### config.mk
export PLATFORM = sky130hd
export DESIGN_NAME = swcfg_top
export DESIGN_NICKNAME = d
export VERILOG_FILES = /design/src/pkg/swcfg_pkg.sv /design/src/rtl/swcfg_wet_decode.sv /design/src/rtl/swcfg_poll_timer.sv /design/src/rtl/swcfg_top.sv
export VERILOG_INCLUDE_DIRS = /design/src /design/src/pkg
export SDC_FILE = /design/constraint.sdc
export NUM_CORES = 1
export LEC_CHECK = 0
export BUFFER_PORTS_ARGS = -buffer_cell sky130_fd_sc_hd__buf_2
export CORE_MARGIN = 2
export CORE_UTILIZATION = 50
export DETAILED_ROUTE_END_ITERATION = 10
export MAX_ROUTING_LAYER = met4
export PLACE_DENSITY_LB_ADDON = 0.2
export SKIP_CTS_REPAIR_TIMING = 1
export SLEW_MARGIN = 10
export SYNTH_ARGS = -nofsm -noshare
export SYNTH_HDL_FRONTEND = slang
export SYNTH_SLANG_ARGS = --single-unit
### constraint.sdc
create_clock -name clk -period 2.8 [get_ports clk]
set_clock_uncertainty 0.2 [all_clocks]
set_input_delay 0.28 -clock clk [delete_from_list [all_inputs] [get_ports clk]]
set_output_delay 0.28 -clock clk [all_outputs]
set_load 0.005 [all_outputs]
### src/pkg/swcfg_params.svh
// Register offsets, field positions, reset values and timing counts
`ifndef SWCFG_PARAMS_SVH
`define SWCFG_PARAMS_SVH

`define SWCFG_ADDR_W 6
`define SWCFG_DATA_W 24
`define SWCFG_NUM_CH 24
`define SWCFG_NUM_WC 12
`define SWCFG_NUM_CS 10

`define SWCFG_OFS_MAIN_CONTROL 6'h1a
`define SWCFG_OFS_CHANNEL_ENABLE 6'h1b
`define SWCFG_OFS_SOURCE_SINK_SELECT 6'h1c
`define SWCFG_OFS_WETTING_CFG_LOW 6'h1d

`define SWCFG_RST_MAIN_CONTROL 24'h000000
`define SWCFG_RST_CHANNEL_ENABLE 24'h000000
`define SWCFG_RST_SOURCE_SINK_SELECT 24'h000000
`define SWCFG_RST_WETTING_CFG_LOW 24'h000000

`define SWCFG_BIT_SOFT_RESET 0
`define SWCFG_BIT_POLL_TIME_LO 1
`define SWCFG_BIT_POLL_TIME_HI 4
`define SWCFG_BIT_POLL_EN 10
`define SWCFG_BIT_TRIGGER 11
`define SWCFG_CS_MASK 24'h0003ff

`define SWCFG_WC_W 3
`define SWCFG_MA_W 4

`define SWCFG_CLK_MHZ 100
`define SWCFG_US_PER_MS 1000

`define SWCFG_POLL_MS_0 13'd2
`define SWCFG_POLL_MS_1 13'd4
`define SWCFG_POLL_MS_2 13'd8
`define SWCFG_POLL_MS_3 13'd16
`define SWCFG_POLL_MS_4 13'd32
`define SWCFG_POLL_MS_5 13'd48
`define SWCFG_POLL_MS_6 13'd64
`define SWCFG_POLL_MS_7 13'd128
`define SWCFG_POLL_MS_8 13'd256
`define SWCFG_POLL_MS_9 13'd512
`define SWCFG_POLL_MS_A 13'd1024
`define SWCFG_POLL_MS_B 13'd2048
`define SWCFG_POLL_MS_C 13'd4096
`define SWCFG_POLL_MS_DFLT 13'd8

`define SWCFG_MA_OFF 4'h0
`define SWCFG_MA_1 4'h1
`define SWCFG_MA_2 4'h2
`define SWCFG_MA_5 4'h5
`define SWCFG_MA_10 4'ha
`define SWCFG_MA_15 4'hf

`endif

### src/pkg/swcfg_pkg.sv
// Types shared by the switch input configuration block
package swcfg_pkg;

    typedef struct packed {
        logic wr;
        logic rd;
        logic [5:0] addr;
        logic [23:0] wdata;
    } swcfg_req_s;

    typedef struct packed {
        logic trigger;
        logic poll_en;
        logic [3:0] poll_time;
    } swcfg_ctrl_s;

    typedef struct packed {
        logic valid;
        logic [4:0] chan;
    } swcfg_sample_s;

    typedef enum logic [2:0] {
        SWCFG_IDLE = 3'b001,
        SWCFG_WAIT = 3'b010,
        SWCFG_SCAN = 3'b100
    } swcfg_state_e;

endpackage : swcfg_pkg

### src/rtl/swcfg_wet_decode.sv
// Wetting current code to milliamp value
`timescale 1ns/100ps
`include "swcfg_params.svh"
module swcfg_wet_decode (
    input wire logic [2:0] code,
    output logic [3:0] ma
);
    always_comb begin
        case (code)
            3'h0: ma = `SWCFG_MA_OFF;
            3'h1: ma = `SWCFG_MA_1;
            3'h2: ma = `SWCFG_MA_2;
            3'h3: ma = `SWCFG_MA_5;
            3'h4: ma = `SWCFG_MA_10;
            default: ma = `SWCFG_MA_15;
        endcase
    end
endmodule : swcfg_wet_decode

### src/rtl/swcfg_poll_timer.sv
// Poll period timer: one pulse per selected period
`timescale 1ns/100ps
`include "swcfg_params.svh"
module swcfg_poll_timer #(
    parameter int CYC_PER_MS = `SWCFG_CLK_MHZ * `SWCFG_US_PER_MS
) (
    input wire logic clk,
    input wire logic srst,
    input wire logic run,
    input wire logic [3:0] poll_time,
    output logic tick
);
    logic [16:0] cyc;
    logic [12:0] ms;
    logic [12:0] period_ms;
    logic ms_edge;

    always_comb begin
        case (poll_time)
            4'h0: period_ms = `SWCFG_POLL_MS_0;
            4'h1: period_ms = `SWCFG_POLL_MS_1;
            4'h2: period_ms = `SWCFG_POLL_MS_2;
            4'h3: period_ms = `SWCFG_POLL_MS_3;
            4'h4: period_ms = `SWCFG_POLL_MS_4;
            4'h5: period_ms = `SWCFG_POLL_MS_5;
            4'h6: period_ms = `SWCFG_POLL_MS_6;
            4'h7: period_ms = `SWCFG_POLL_MS_7;
            4'h8: period_ms = `SWCFG_POLL_MS_8;
            4'h9: period_ms = `SWCFG_POLL_MS_9;
            4'ha: period_ms = `SWCFG_POLL_MS_A;
            4'hb: period_ms = `SWCFG_POLL_MS_B;
            4'hc: period_ms = `SWCFG_POLL_MS_C;
            default: period_ms = `SWCFG_POLL_MS_DFLT;
        endcase
    end

    assign ms_edge = (cyc == 17'(CYC_PER_MS - 1));

    always_ff @(posedge clk) begin
        if (srst || !run || ms_edge) begin
            cyc <= 17'h00000;
        end else begin
            cyc <= cyc + 17'h00001;
        end
    end

    // Period shortened mid-count: wrap at once rather than run to overflow
    always_ff @(posedge clk) begin
        if (srst || !run) begin
            ms <= 13'h0000;
            tick <= 1'b0;
        end else if (ms_edge) begin
            if (ms >= period_ms - 13'h0001) begin
                ms <= 13'h0000;
                tick <= 1'b1;
            end else begin
                ms <= ms + 13'h0001;
                tick <= 1'b0;
            end
        end else begin
            tick <= 1'b0;
        end
    end
endmodule : swcfg_poll_timer

### src/rtl/swcfg_top.sv
// Switch input configuration registers with poll sequencer
`timescale 1ns/100ps
`include "swcfg_params.svh"

module swcfg_top #(
    parameter int CYC_PER_MS = `SWCFG_CLK_MHZ * `SWCFG_US_PER_MS
) (
    input wire logic clk,
    input wire logic srst,
    input wire swcfg_pkg::swcfg_req_s req,
    output logic [23:0] rdata,
    output logic rvalid,
    output logic [23:0] channel_enable_q,
    output logic [9:0] current_sink,
    output logic [9:0] source_mode,
    output logic [47:0] wet_ma,
    output logic running,
    output logic poll_mode,
    output swcfg_pkg::swcfg_sample_s sample,
    output logic scan_done
);
    import swcfg_pkg::*;

    swcfg_ctrl_s ctrl;
    logic [23:0] channel_enable;
    logic [23:0] source_sink_select;
    logic [23:0] wetting_current_cfg_low;
    logic soft_reset;
    logic blk_rst;
    logic [35:0] wet_code;
    logic [47:0] next_wet_ma;
    logic period_tick;
    swcfg_state_e state;
    swcfg_state_e next_state;
    logic [4:0] chan;
    logic [4:0] next_chan;
    logic chan_found;
    logic [23:0] above_mask;
    logic [23:0] pending;

    // Software reset acts on the same write, so the bit is never stored
    assign soft_reset = req.wr && (req.addr == `SWCFG_OFS_MAIN_CONTROL)
        && req.wdata[`SWCFG_BIT_SOFT_RESET];
    assign blk_rst = srst || soft_reset;

    // Main control register
    always_ff @(posedge clk) begin
        if (blk_rst) begin
            ctrl <= swcfg_ctrl_s'(6'h00);
        end else if (req.wr && req.addr == `SWCFG_OFS_MAIN_CONTROL) begin
            ctrl.trigger <= req.wdata[`SWCFG_BIT_TRIGGER];
            ctrl.poll_en <= req.wdata[`SWCFG_BIT_POLL_EN];
            ctrl.poll_time <= req.wdata[`SWCFG_BIT_POLL_TIME_HI:
                `SWCFG_BIT_POLL_TIME_LO];
        end
    end

    // Channel enable register
    always_ff @(posedge clk) begin
        if (blk_rst) begin
            channel_enable <= `SWCFG_RST_CHANNEL_ENABLE;
        end else if (req.wr && req.addr == `SWCFG_OFS_CHANNEL_ENABLE) begin
            channel_enable <= req.wdata;
        end
    end

    // Source/sink selection register, upper bits tied off
    always_ff @(posedge clk) begin
        if (blk_rst) begin
            source_sink_select <= `SWCFG_RST_SOURCE_SINK_SELECT;
        end else if (req.wr && req.addr == `SWCFG_OFS_SOURCE_SINK_SELECT)
        begin
            source_sink_select <= req.wdata & `SWCFG_CS_MASK;
        end
    end

    // Low wetting current register
    always_ff @(posedge clk) begin
        if (blk_rst) begin
            wetting_current_cfg_low <= `SWCFG_RST_WETTING_CFG_LOW;
        end else if (req.wr && req.addr == `SWCFG_OFS_WETTING_CFG_LOW) begin
            wetting_current_cfg_low <= req.wdata;
        end
    end

    // Read port: answer one cycle after the strobe, unmapped reads zero
    always_ff @(posedge clk) begin
        if (srst) begin
            rdata <= 24'h000000;
            rvalid <= 1'b0;
        end else begin
            rvalid <= req.rd;
            if (!req.rd) begin
                rdata <= 24'h000000;
            end else if (req.addr == `SWCFG_OFS_MAIN_CONTROL) begin
                rdata <= {12'h000, ctrl.trigger, ctrl.poll_en, 5'h00,
                    ctrl.poll_time, 1'b0};
            end else if (req.addr == `SWCFG_OFS_CHANNEL_ENABLE) begin
                rdata <= channel_enable;
            end else if (req.addr == `SWCFG_OFS_SOURCE_SINK_SELECT) begin
                rdata <= source_sink_select & `SWCFG_CS_MASK;
            end else if (req.addr == `SWCFG_OFS_WETTING_CFG_LOW) begin
                rdata <= wetting_current_cfg_low;
            end else begin
                rdata <= 24'h000000;
            end
        end
    end

    // Per-input wetting codes; paired fields feed both inputs
    assign wet_code[2:0] = wetting_current_cfg_low[2:0];
    assign wet_code[5:3] = wetting_current_cfg_low[2:0];
    assign wet_code[8:6] = wetting_current_cfg_low[5:3];
    assign wet_code[11:9] = wetting_current_cfg_low[5:3];
    assign wet_code[14:12] = wetting_current_cfg_low[8:6];
    assign wet_code[17:15] = wetting_current_cfg_low[11:9];
    assign wet_code[20:18] = wetting_current_cfg_low[14:12];
    assign wet_code[23:21] = wetting_current_cfg_low[14:12];
    assign wet_code[26:24] = wetting_current_cfg_low[17:15];
    assign wet_code[29:27] = wetting_current_cfg_low[17:15];
    assign wet_code[32:30] = wetting_current_cfg_low[20:18];
    assign wet_code[35:33] = wetting_current_cfg_low[23:21];

    genvar gi;
    generate
        for (gi = 0; gi < `SWCFG_NUM_WC; gi++) begin : g_wet
            swcfg_wet_decode u_dec (
                .code(wet_code[gi*3 +: 3]),
                .ma(next_wet_ma[gi*4 +: 4])
            );
        end
    endgenerate

    // Configuration outputs, registered
    always_ff @(posedge clk) begin
        if (blk_rst) begin
            wet_ma <= 48'h000000000000;
            channel_enable_q <= 24'h000000;
            current_sink <= 10'h000;
            source_mode <= 10'h3ff;
            running <= 1'b0;
            poll_mode <= 1'b0;
        end else begin
            wet_ma <= next_wet_ma;
            channel_enable_q <= channel_enable;
            current_sink <= source_sink_select[9:0];
            source_mode <= ~source_sink_select[9:0];
            running <= ctrl.trigger;
            poll_mode <= ctrl.poll_en;
        end
    end

    swcfg_poll_timer #(
        .CYC_PER_MS(CYC_PER_MS)
    ) u_timer (
        .clk(clk),
        .srst(blk_rst),
        .run(ctrl.trigger && ctrl.poll_en && state == SWCFG_WAIT),
        .poll_time(ctrl.poll_time),
        .tick(period_tick)
    );

    // Channels still due in this pass: enabled and not yet visited
    generate
        for (gi = 0; gi < `SWCFG_NUM_CH; gi++) begin : g_mask
            assign above_mask[gi] = (5'(gi) >= chan);
            assign pending[gi] = above_mask[gi] && channel_enable[gi];
        end
    endgenerate

    // Lowest pending channel
    always_comb begin
        next_chan = 5'h00;
        chan_found = 1'b0;
        for (int i = `SWCFG_NUM_CH - 1; i >= 0; i--) begin
            if (pending[i]) begin
                next_chan = 5'(i);
                chan_found = 1'b1;
            end
        end
    end

    // Sequencer state
    always_comb begin
        next_state = state;
        case (state)
            SWCFG_IDLE: begin
                if (ctrl.trigger) begin
                    next_state = ctrl.poll_en ? SWCFG_WAIT : SWCFG_SCAN;
                end
            end
            SWCFG_WAIT: begin
                if (!ctrl.trigger) begin
                    next_state = SWCFG_IDLE;
                end else if (!ctrl.poll_en) begin
                    next_state = SWCFG_SCAN;
                end else if (period_tick) begin
                    next_state = SWCFG_SCAN;
                end
            end
            SWCFG_SCAN: begin
                if (!ctrl.trigger) begin
                    next_state = SWCFG_IDLE;
                end else if (!chan_found && ctrl.poll_en) begin
                    next_state = SWCFG_WAIT;
                end
            end
            default: next_state = SWCFG_IDLE;
        endcase
    end

    always_ff @(posedge clk) begin
        if (blk_rst) begin
            state <= SWCFG_IDLE;
        end else begin
            state <= next_state;
        end
    end

    // Walk pointer: jumps past disabled channels, wraps after a pass
    always_ff @(posedge clk) begin
        if (blk_rst || state != SWCFG_SCAN || !chan_found) begin
            chan <= 5'h00;
        end else begin
            chan <= next_chan + 5'h01;
        end
    end

    // Sample strobe and end-of-pass marker
    always_ff @(posedge clk) begin
        if (blk_rst) begin
            sample <= swcfg_sample_s'(6'h00);
            scan_done <= 1'b0;
        end else begin
            sample.valid <= (state == SWCFG_SCAN) && ctrl.trigger
                && chan_found;
            sample.chan <= next_chan;
            scan_done <= (state == SWCFG_SCAN) && ctrl.trigger
                && !chan_found;
        end
    end

endmodule : swcfg_top

Word level (Yosys, flattened, before mapping):

Memories as Yosys holds them, arrays and structs flattened. A register that Yosys moved wholly into a read port is not among the register bits.
Index checks and enable logic that the tools add are counted.

* register bits: 229
* output and inout port bits: 126
* memory bits (writable): 0
* ROM bits: 192
* bits in latches: 0
* memories: 1
* logic and storage cells: 226

* $mul: 0
* $lt $le $gt $ge: 25
* add/subtract/negate cells: 4
* reduce and logical (&&, ||, !) cells: 54
* eq/ne operators: 44
* multiplexer cells: 72
* divide/modulo/power cells: 0
* shift operators: 0
* bitwise gates (word level): 3

Memories
* (no name shown): words 16, bits a word 12, rd ports 1, clocked after Yosys merged registers in 1, write ports 0, RTL line swcfg_poll_timer.sv:19 `case (poll_time)`

Operators with widths (count)
* $pmux 4 s5: 8
* $mux 5: 24
* $mux 24: 3
* $eq 3x2->1 const B: 17
* $ge 4x5->1 const A: 8
* $ge 5x5->1 const A: 8
* $logic_and 1x1->1: 35
* $eq 3x1->1 const B: 9
* $eq 3x3->1 const B: 9
* $mux 1: 25
* $eq 6x5->1 const B: 4
* $logic_not 3->1: 8
* $mux 3: 7
* $ge 3x5->1 const A: 4
* $add 17x1->17 const B: 1
* $eq 17x17->1 const B: 1
* $add 13x1->13 const B: 1
* $ge 13x13->1: 1
* $mux 13: 1
* $sub 13x1->13 const B: 1
* $mux 12: 1
* $ge 1x5->1 const A: 2
* $ge 2x5->1 const A: 2
* $not 10->10: 1
* 12 further kinds: 21

Longest topological paths before layout:

* depth in word-level cells: 31
* mapped depth: 14

Modules after synthesis:

A second synthesis with hierarchy kept.

* cells, all modules: 1066
* area, all modules: 9344.0 µm²

Modules (own cells, without submodules)
* swcfg_top: instances 1, cells an instance 759, area each 6985.4 µm²
* swcfg_poll_timer: instances 1, cells an instance 235, area each 1938.1 µm²
* swcfg_wet_decode: instances 12, cells an instance 6, area each 35.0 µm²

Least setup slack after synthesis:

No wires, ideal clock.

* kind: register to register
* from: register u_timer.period_ms[3] (netlist name)
* to: register u_timer.ms[10]
* cell stages (with the launch flop): 15
* library setup time: 0.064 ns
* slack: 0.024 ns
* arrival time: 2.513 ns
* path buffers: 1
* cells stage by stage: dfxtp_1 > nor2_1 > nand2_1 > nor2_1 > nand2_1 > nor3_1 > xnor2_1 > ha_1 > nand3_1 > nor4_1 > a2111oi_0 > o21ai_0 > a31o_2 > buf_2 > nor2_1

* word-level cells in the longest chain between the ends: 3

Ends and longest elaborated chain
* $sub 13x1->13: RTL line swcfg_poll_timer.sv:53 `if (ms >= period_ms - 13'h0001) begin`
* $ge 13x13->1: RTL line swcfg_poll_timer.sv:53
* $mux 13: RTL line swcfg_poll_timer.sv:53
* end signal: assignment: RTL line swcfg_poll_timer.sv:57 `ms <= ms + 13'h0001;`
* end: declaration: RTL line swcfg_poll_timer.sv:14 `logic [12:0] ms;`

Every way passes these cells.
A chain may end at the register's enable or synchronous reset.

Worst setup path in the final report:

* from: register u_timer.period_ms[4] (netlist name)
* to: register u_timer.ms[0]

* word-level cells in the longest chain between the ends: 3

Ends and longest elaborated chain (RTL line)
* $sub 13x1->13: swcfg_poll_timer.sv:53
* $ge 13x13->1: swcfg_poll_timer.sv:53
* $mux 13: swcfg_poll_timer.sv:53

Every way passes these cells.

==> qor.yml <==
status:
  status: "complete, no violations"
floorplan:
  core-area_sq_um: 17300
  dieArea_sq_um: 18700
  num_io_pins: 160
  die_width_um: 137
  chipHeight_um: 137
  fp-row-count: 48
  start_util_pct: 51.1
layout:
  fillers: 1430
  multiInputGateArea_sq_um: 4000
  num_antenna_cells: 0
  area_growth_pct: 26.1
  final_cell_area_sq_um: 11100
  drive_gt1_share_pct: 25.2
  final-instance-count-excl-fill: 1429
  final_util_pct: 64.4
  seqCellArea_sq_um: 4520
  fin_nets: 1239
power:
  pwr-share-seq_pct: 50.2
  comb_power_share_pct: 3.0
  total_power_w: 0.00640
  ir_drop_v: 0.000520
  swShare_pct: 20.6
  p_sw_w: 0.00132
  internal_power_w: 0.00508
  power_density_nw_per_um2: 575
  leakage_nw: 4.57
  clkPwrFrac_pct: 46.8
placed_design:
  dpl.cell_count: 1364
  dp_hpwl_mm: 16.1
  portBuffers: 159
  gp_congestion: 0.939
  place_area_sq_um: 9970
logic_synthesis:
  synth-compound-area-share_pct: 15.0
  synth.avg_cell_area_sq_um: 8.88
  yosys_register_bits: 225
  synth_top_family_by_area: "simple AND/OR/NAND/NOR gates"
  synthMuxAreaShare_pct: 0.609
  yosysUniqueCellTypes: 74
  synth_nets: 1045
  synth_edf_count: 0
  synth.cells.most_frequent: "dfxtp_1, nand2_1, nor2_1"
  synth_top_area_share_pct: 51.0
  synth_area_leader_cell: "dfxtp_1"
  ys.flop_type: "dfxtp_1"
  ys_top_cells_by_area: "dfxtp_1, nand2_1, a21oi_1, nor2_1, and2_1"
  synth_xor_area_share_pct: 3.57
  syn_area_sq_um: 8830
  ys_seq_area_share_pct: 51.0
  synth_simple_gate_area_share_pct: 21.8
  synth_warnings: 0
  synth-async-reset-ratio_pct: 0
  post-synth-top-count-cell: "dfxtp_1"
  postSynthCellCount: 995
  yosys.area_share.adder_pct: 2.27
clock_tree:
  clk_pin_slew_worst_paths_ps: 60
  cts_buffer_depth: 3
  cts_tree: "done"
  numCtsBuffers: 23
  htreeDepth: 1
  clock_latency_ps: 500
  clock_sinks: 225
  root_buffer: "clkbuf_16"
flow_run:
  max-cap-violations: 0
global_route:
  grt_max_degree: 48
  antenna_found_initial: 0
  overflow: 0
  first_global_vias: 6919
  grt_pass1_wl_mm: 35.9
  grt_usage_pct: 25.0
route:
  first_iter_violations: 516
  ant_nets: 0
  drtPass1Iterations: 5
  via_per_inst: 5.32
  wl_mm: 23.2
  num_vias: 7605
  wl_per_cell_um: 16.2
  drc: 0
critical_path:
  cp_cell_sequence: "nor2_4, nand2_2, nor2_4, nand2_4, nor3_4, xnor2_1, ha_1, a2111oi_2, o21ai_4, a211o_1, a21oi_1"
  cp_data_arrival_time_ps: 2930
  cp_common_cell: "nor2_4"
  crit_path_end_kind: "register"
  crit_fanout: 5
  worst_path_largest_cell_delay_ps: 510
  slowest_stage: "a2111oi_2"
  path_class: "register to register"
  worst_setup_path_start_kind: "register"
  critPathRequiredTime_ps: 3030
timing:
  final_hold_viol_count: 0
  slew_viol_final: 0
  fmax_ghz: 0.370
  worstMarginPinSlew_ps: 875
  final.setup.tns_ps: 0
  setup_viol: 0
  rsz0062_at_grt: "yes"
  fin_crit_ps: 2700
  finalCritPeriodShare_pct: 96.6
  relSlewSlack_pct: 41.5
hold_path:
  hold_path.class: "input port to register"
## critical path, delay by kind of cell, from the launching register on
family,cells,cell delay [ps]
simple gates,5,600
fa+ha+maj,1,280
flops,1,330
xor+xnor,1,130
compound gates,4,1100
## cell usage in the layout (no fill, tap or decap), drive strengths merged, types with 3 or more instances in the layout
master,Yosys,layout
and2,34,34
a22oi,22,22
buf,39,208
a31oi,3,3
o21a,10,10
clkinv,0,5
dfxtp,225,225
o22ai,3,3
and3,8,8
o21ai,20,20
a222oi,8,8
or3,3,3
nand3,36,36
or2,3,3
nand3b,4,4
nor2,114,114
ha,16,16
a21o,5,5
nand2,157,157
nor4,9,9
nor3,9,9
a21oi,97,97
a221oi,3,3
xor2,18,18
nand4,13,13
dlygate4sd3,0,24
a21boi,4,4
a2bb2oi,3,3
clkbuf,25,31
inv,36,36
nand2b,14,14
mux2i,5,5
xnor2,18,18
a211oi,3,3
a31o,3,4
## flip-flops by register name, indices dropped and copies added, names as in the netlist
signal                   count
chan                         5
channel_enable              24
channel_enable_q            24
ctrl                         6
current_sink                10
poll_mode                    1
rdata                       24
running                      1
rvalid                       1
sample                       6
scan_done                    1
source_mode                 10
source_sink_select          10
state                        3
u_timer.cyc                 17
u_timer.ms                  13
u_timer.period_ms           12
u_timer.tick                 1
wet_ma                      32
wetting_current_cfg_low     24
## worst paths after layout
path | from | endpoint | slack [ps] | depth (start not counted)
setup / recovery | u_timer.period_ms[4]$_SDFF_PP0_ | u_timer.ms[0]$_SDFFE_PP0N_ | 100 | 11
hold / removal | req[31] | ctrl[4]$_SDFFE_PP0P_ | 20 | 3
setup reg to reg | u_timer.period_ms[4]$_SDFF_PP0_ | u_timer.ms[0]$_SDFFE_PP0N_ | 100 | 11
hold reg to reg | source_sink_select[4]$_SDFFE_PP0P_ | source_mode[4]$_SDFF_PP1_ | 240 | 1
## metal layers
layer / up-vias / GRT usage [%] / routed length [um]
li1: 3757 / - / -
met1: 3506 / 35.7 / 10900
met2: 307 / 36.4 / 10200
met3: 35 / 4.41 / 1730
met4: 0 / 6.70 / 427
met5: - / - / 0
## layout make-up
cell class              count  area share [%]
inverters                  36            1.24
multi-input cells         671            35.9
clock inverters             9           0.899
clock buffers              31            5.80
repair buffers            232            13.1
flip-flops and latches    225            40.6
well taps                 225            2.53
## power groups by stage
stage,logic [W],clock network [W],registers (W)
after detailed placement,0.000162,0,0.00329
after global routing,0.000211,0.00316,0.00321
after floorplan,0.0000804,0,0.00329
after CTS,0.000162,0.00306,0.00322
after global placement,0.000162,0,0.00329
final,0.000194,0.00300,0.00321
## logic make-up (layout without fill, tap and decap cells)
| family | Yosys count | in the layout |
|---|---|---|
| adders and majority gates | 16 | 16 |
| DFF | 225 | 225 |
| xor gates and xnor gates | 36 | 36 |
| buffers and inverters | 100 | 308 |
| AOI/OAI and AO/OA | 199 | 200 |
| and+or+nand+nor | 414 | 414 |
| muxes | 5 | 5 |
## stage by stage
stage	setup slack [ps]	hold slack, ps
2_1_floorplan	23.5	190
3_3_place_gp	-111	222
3_5_place_dp	-213	220
4_1_cts	-237	-191
5_1_grt	-113	14.5
6_report	95.4	16.5
No activity file was read; power rests on OpenSTA's default activity.
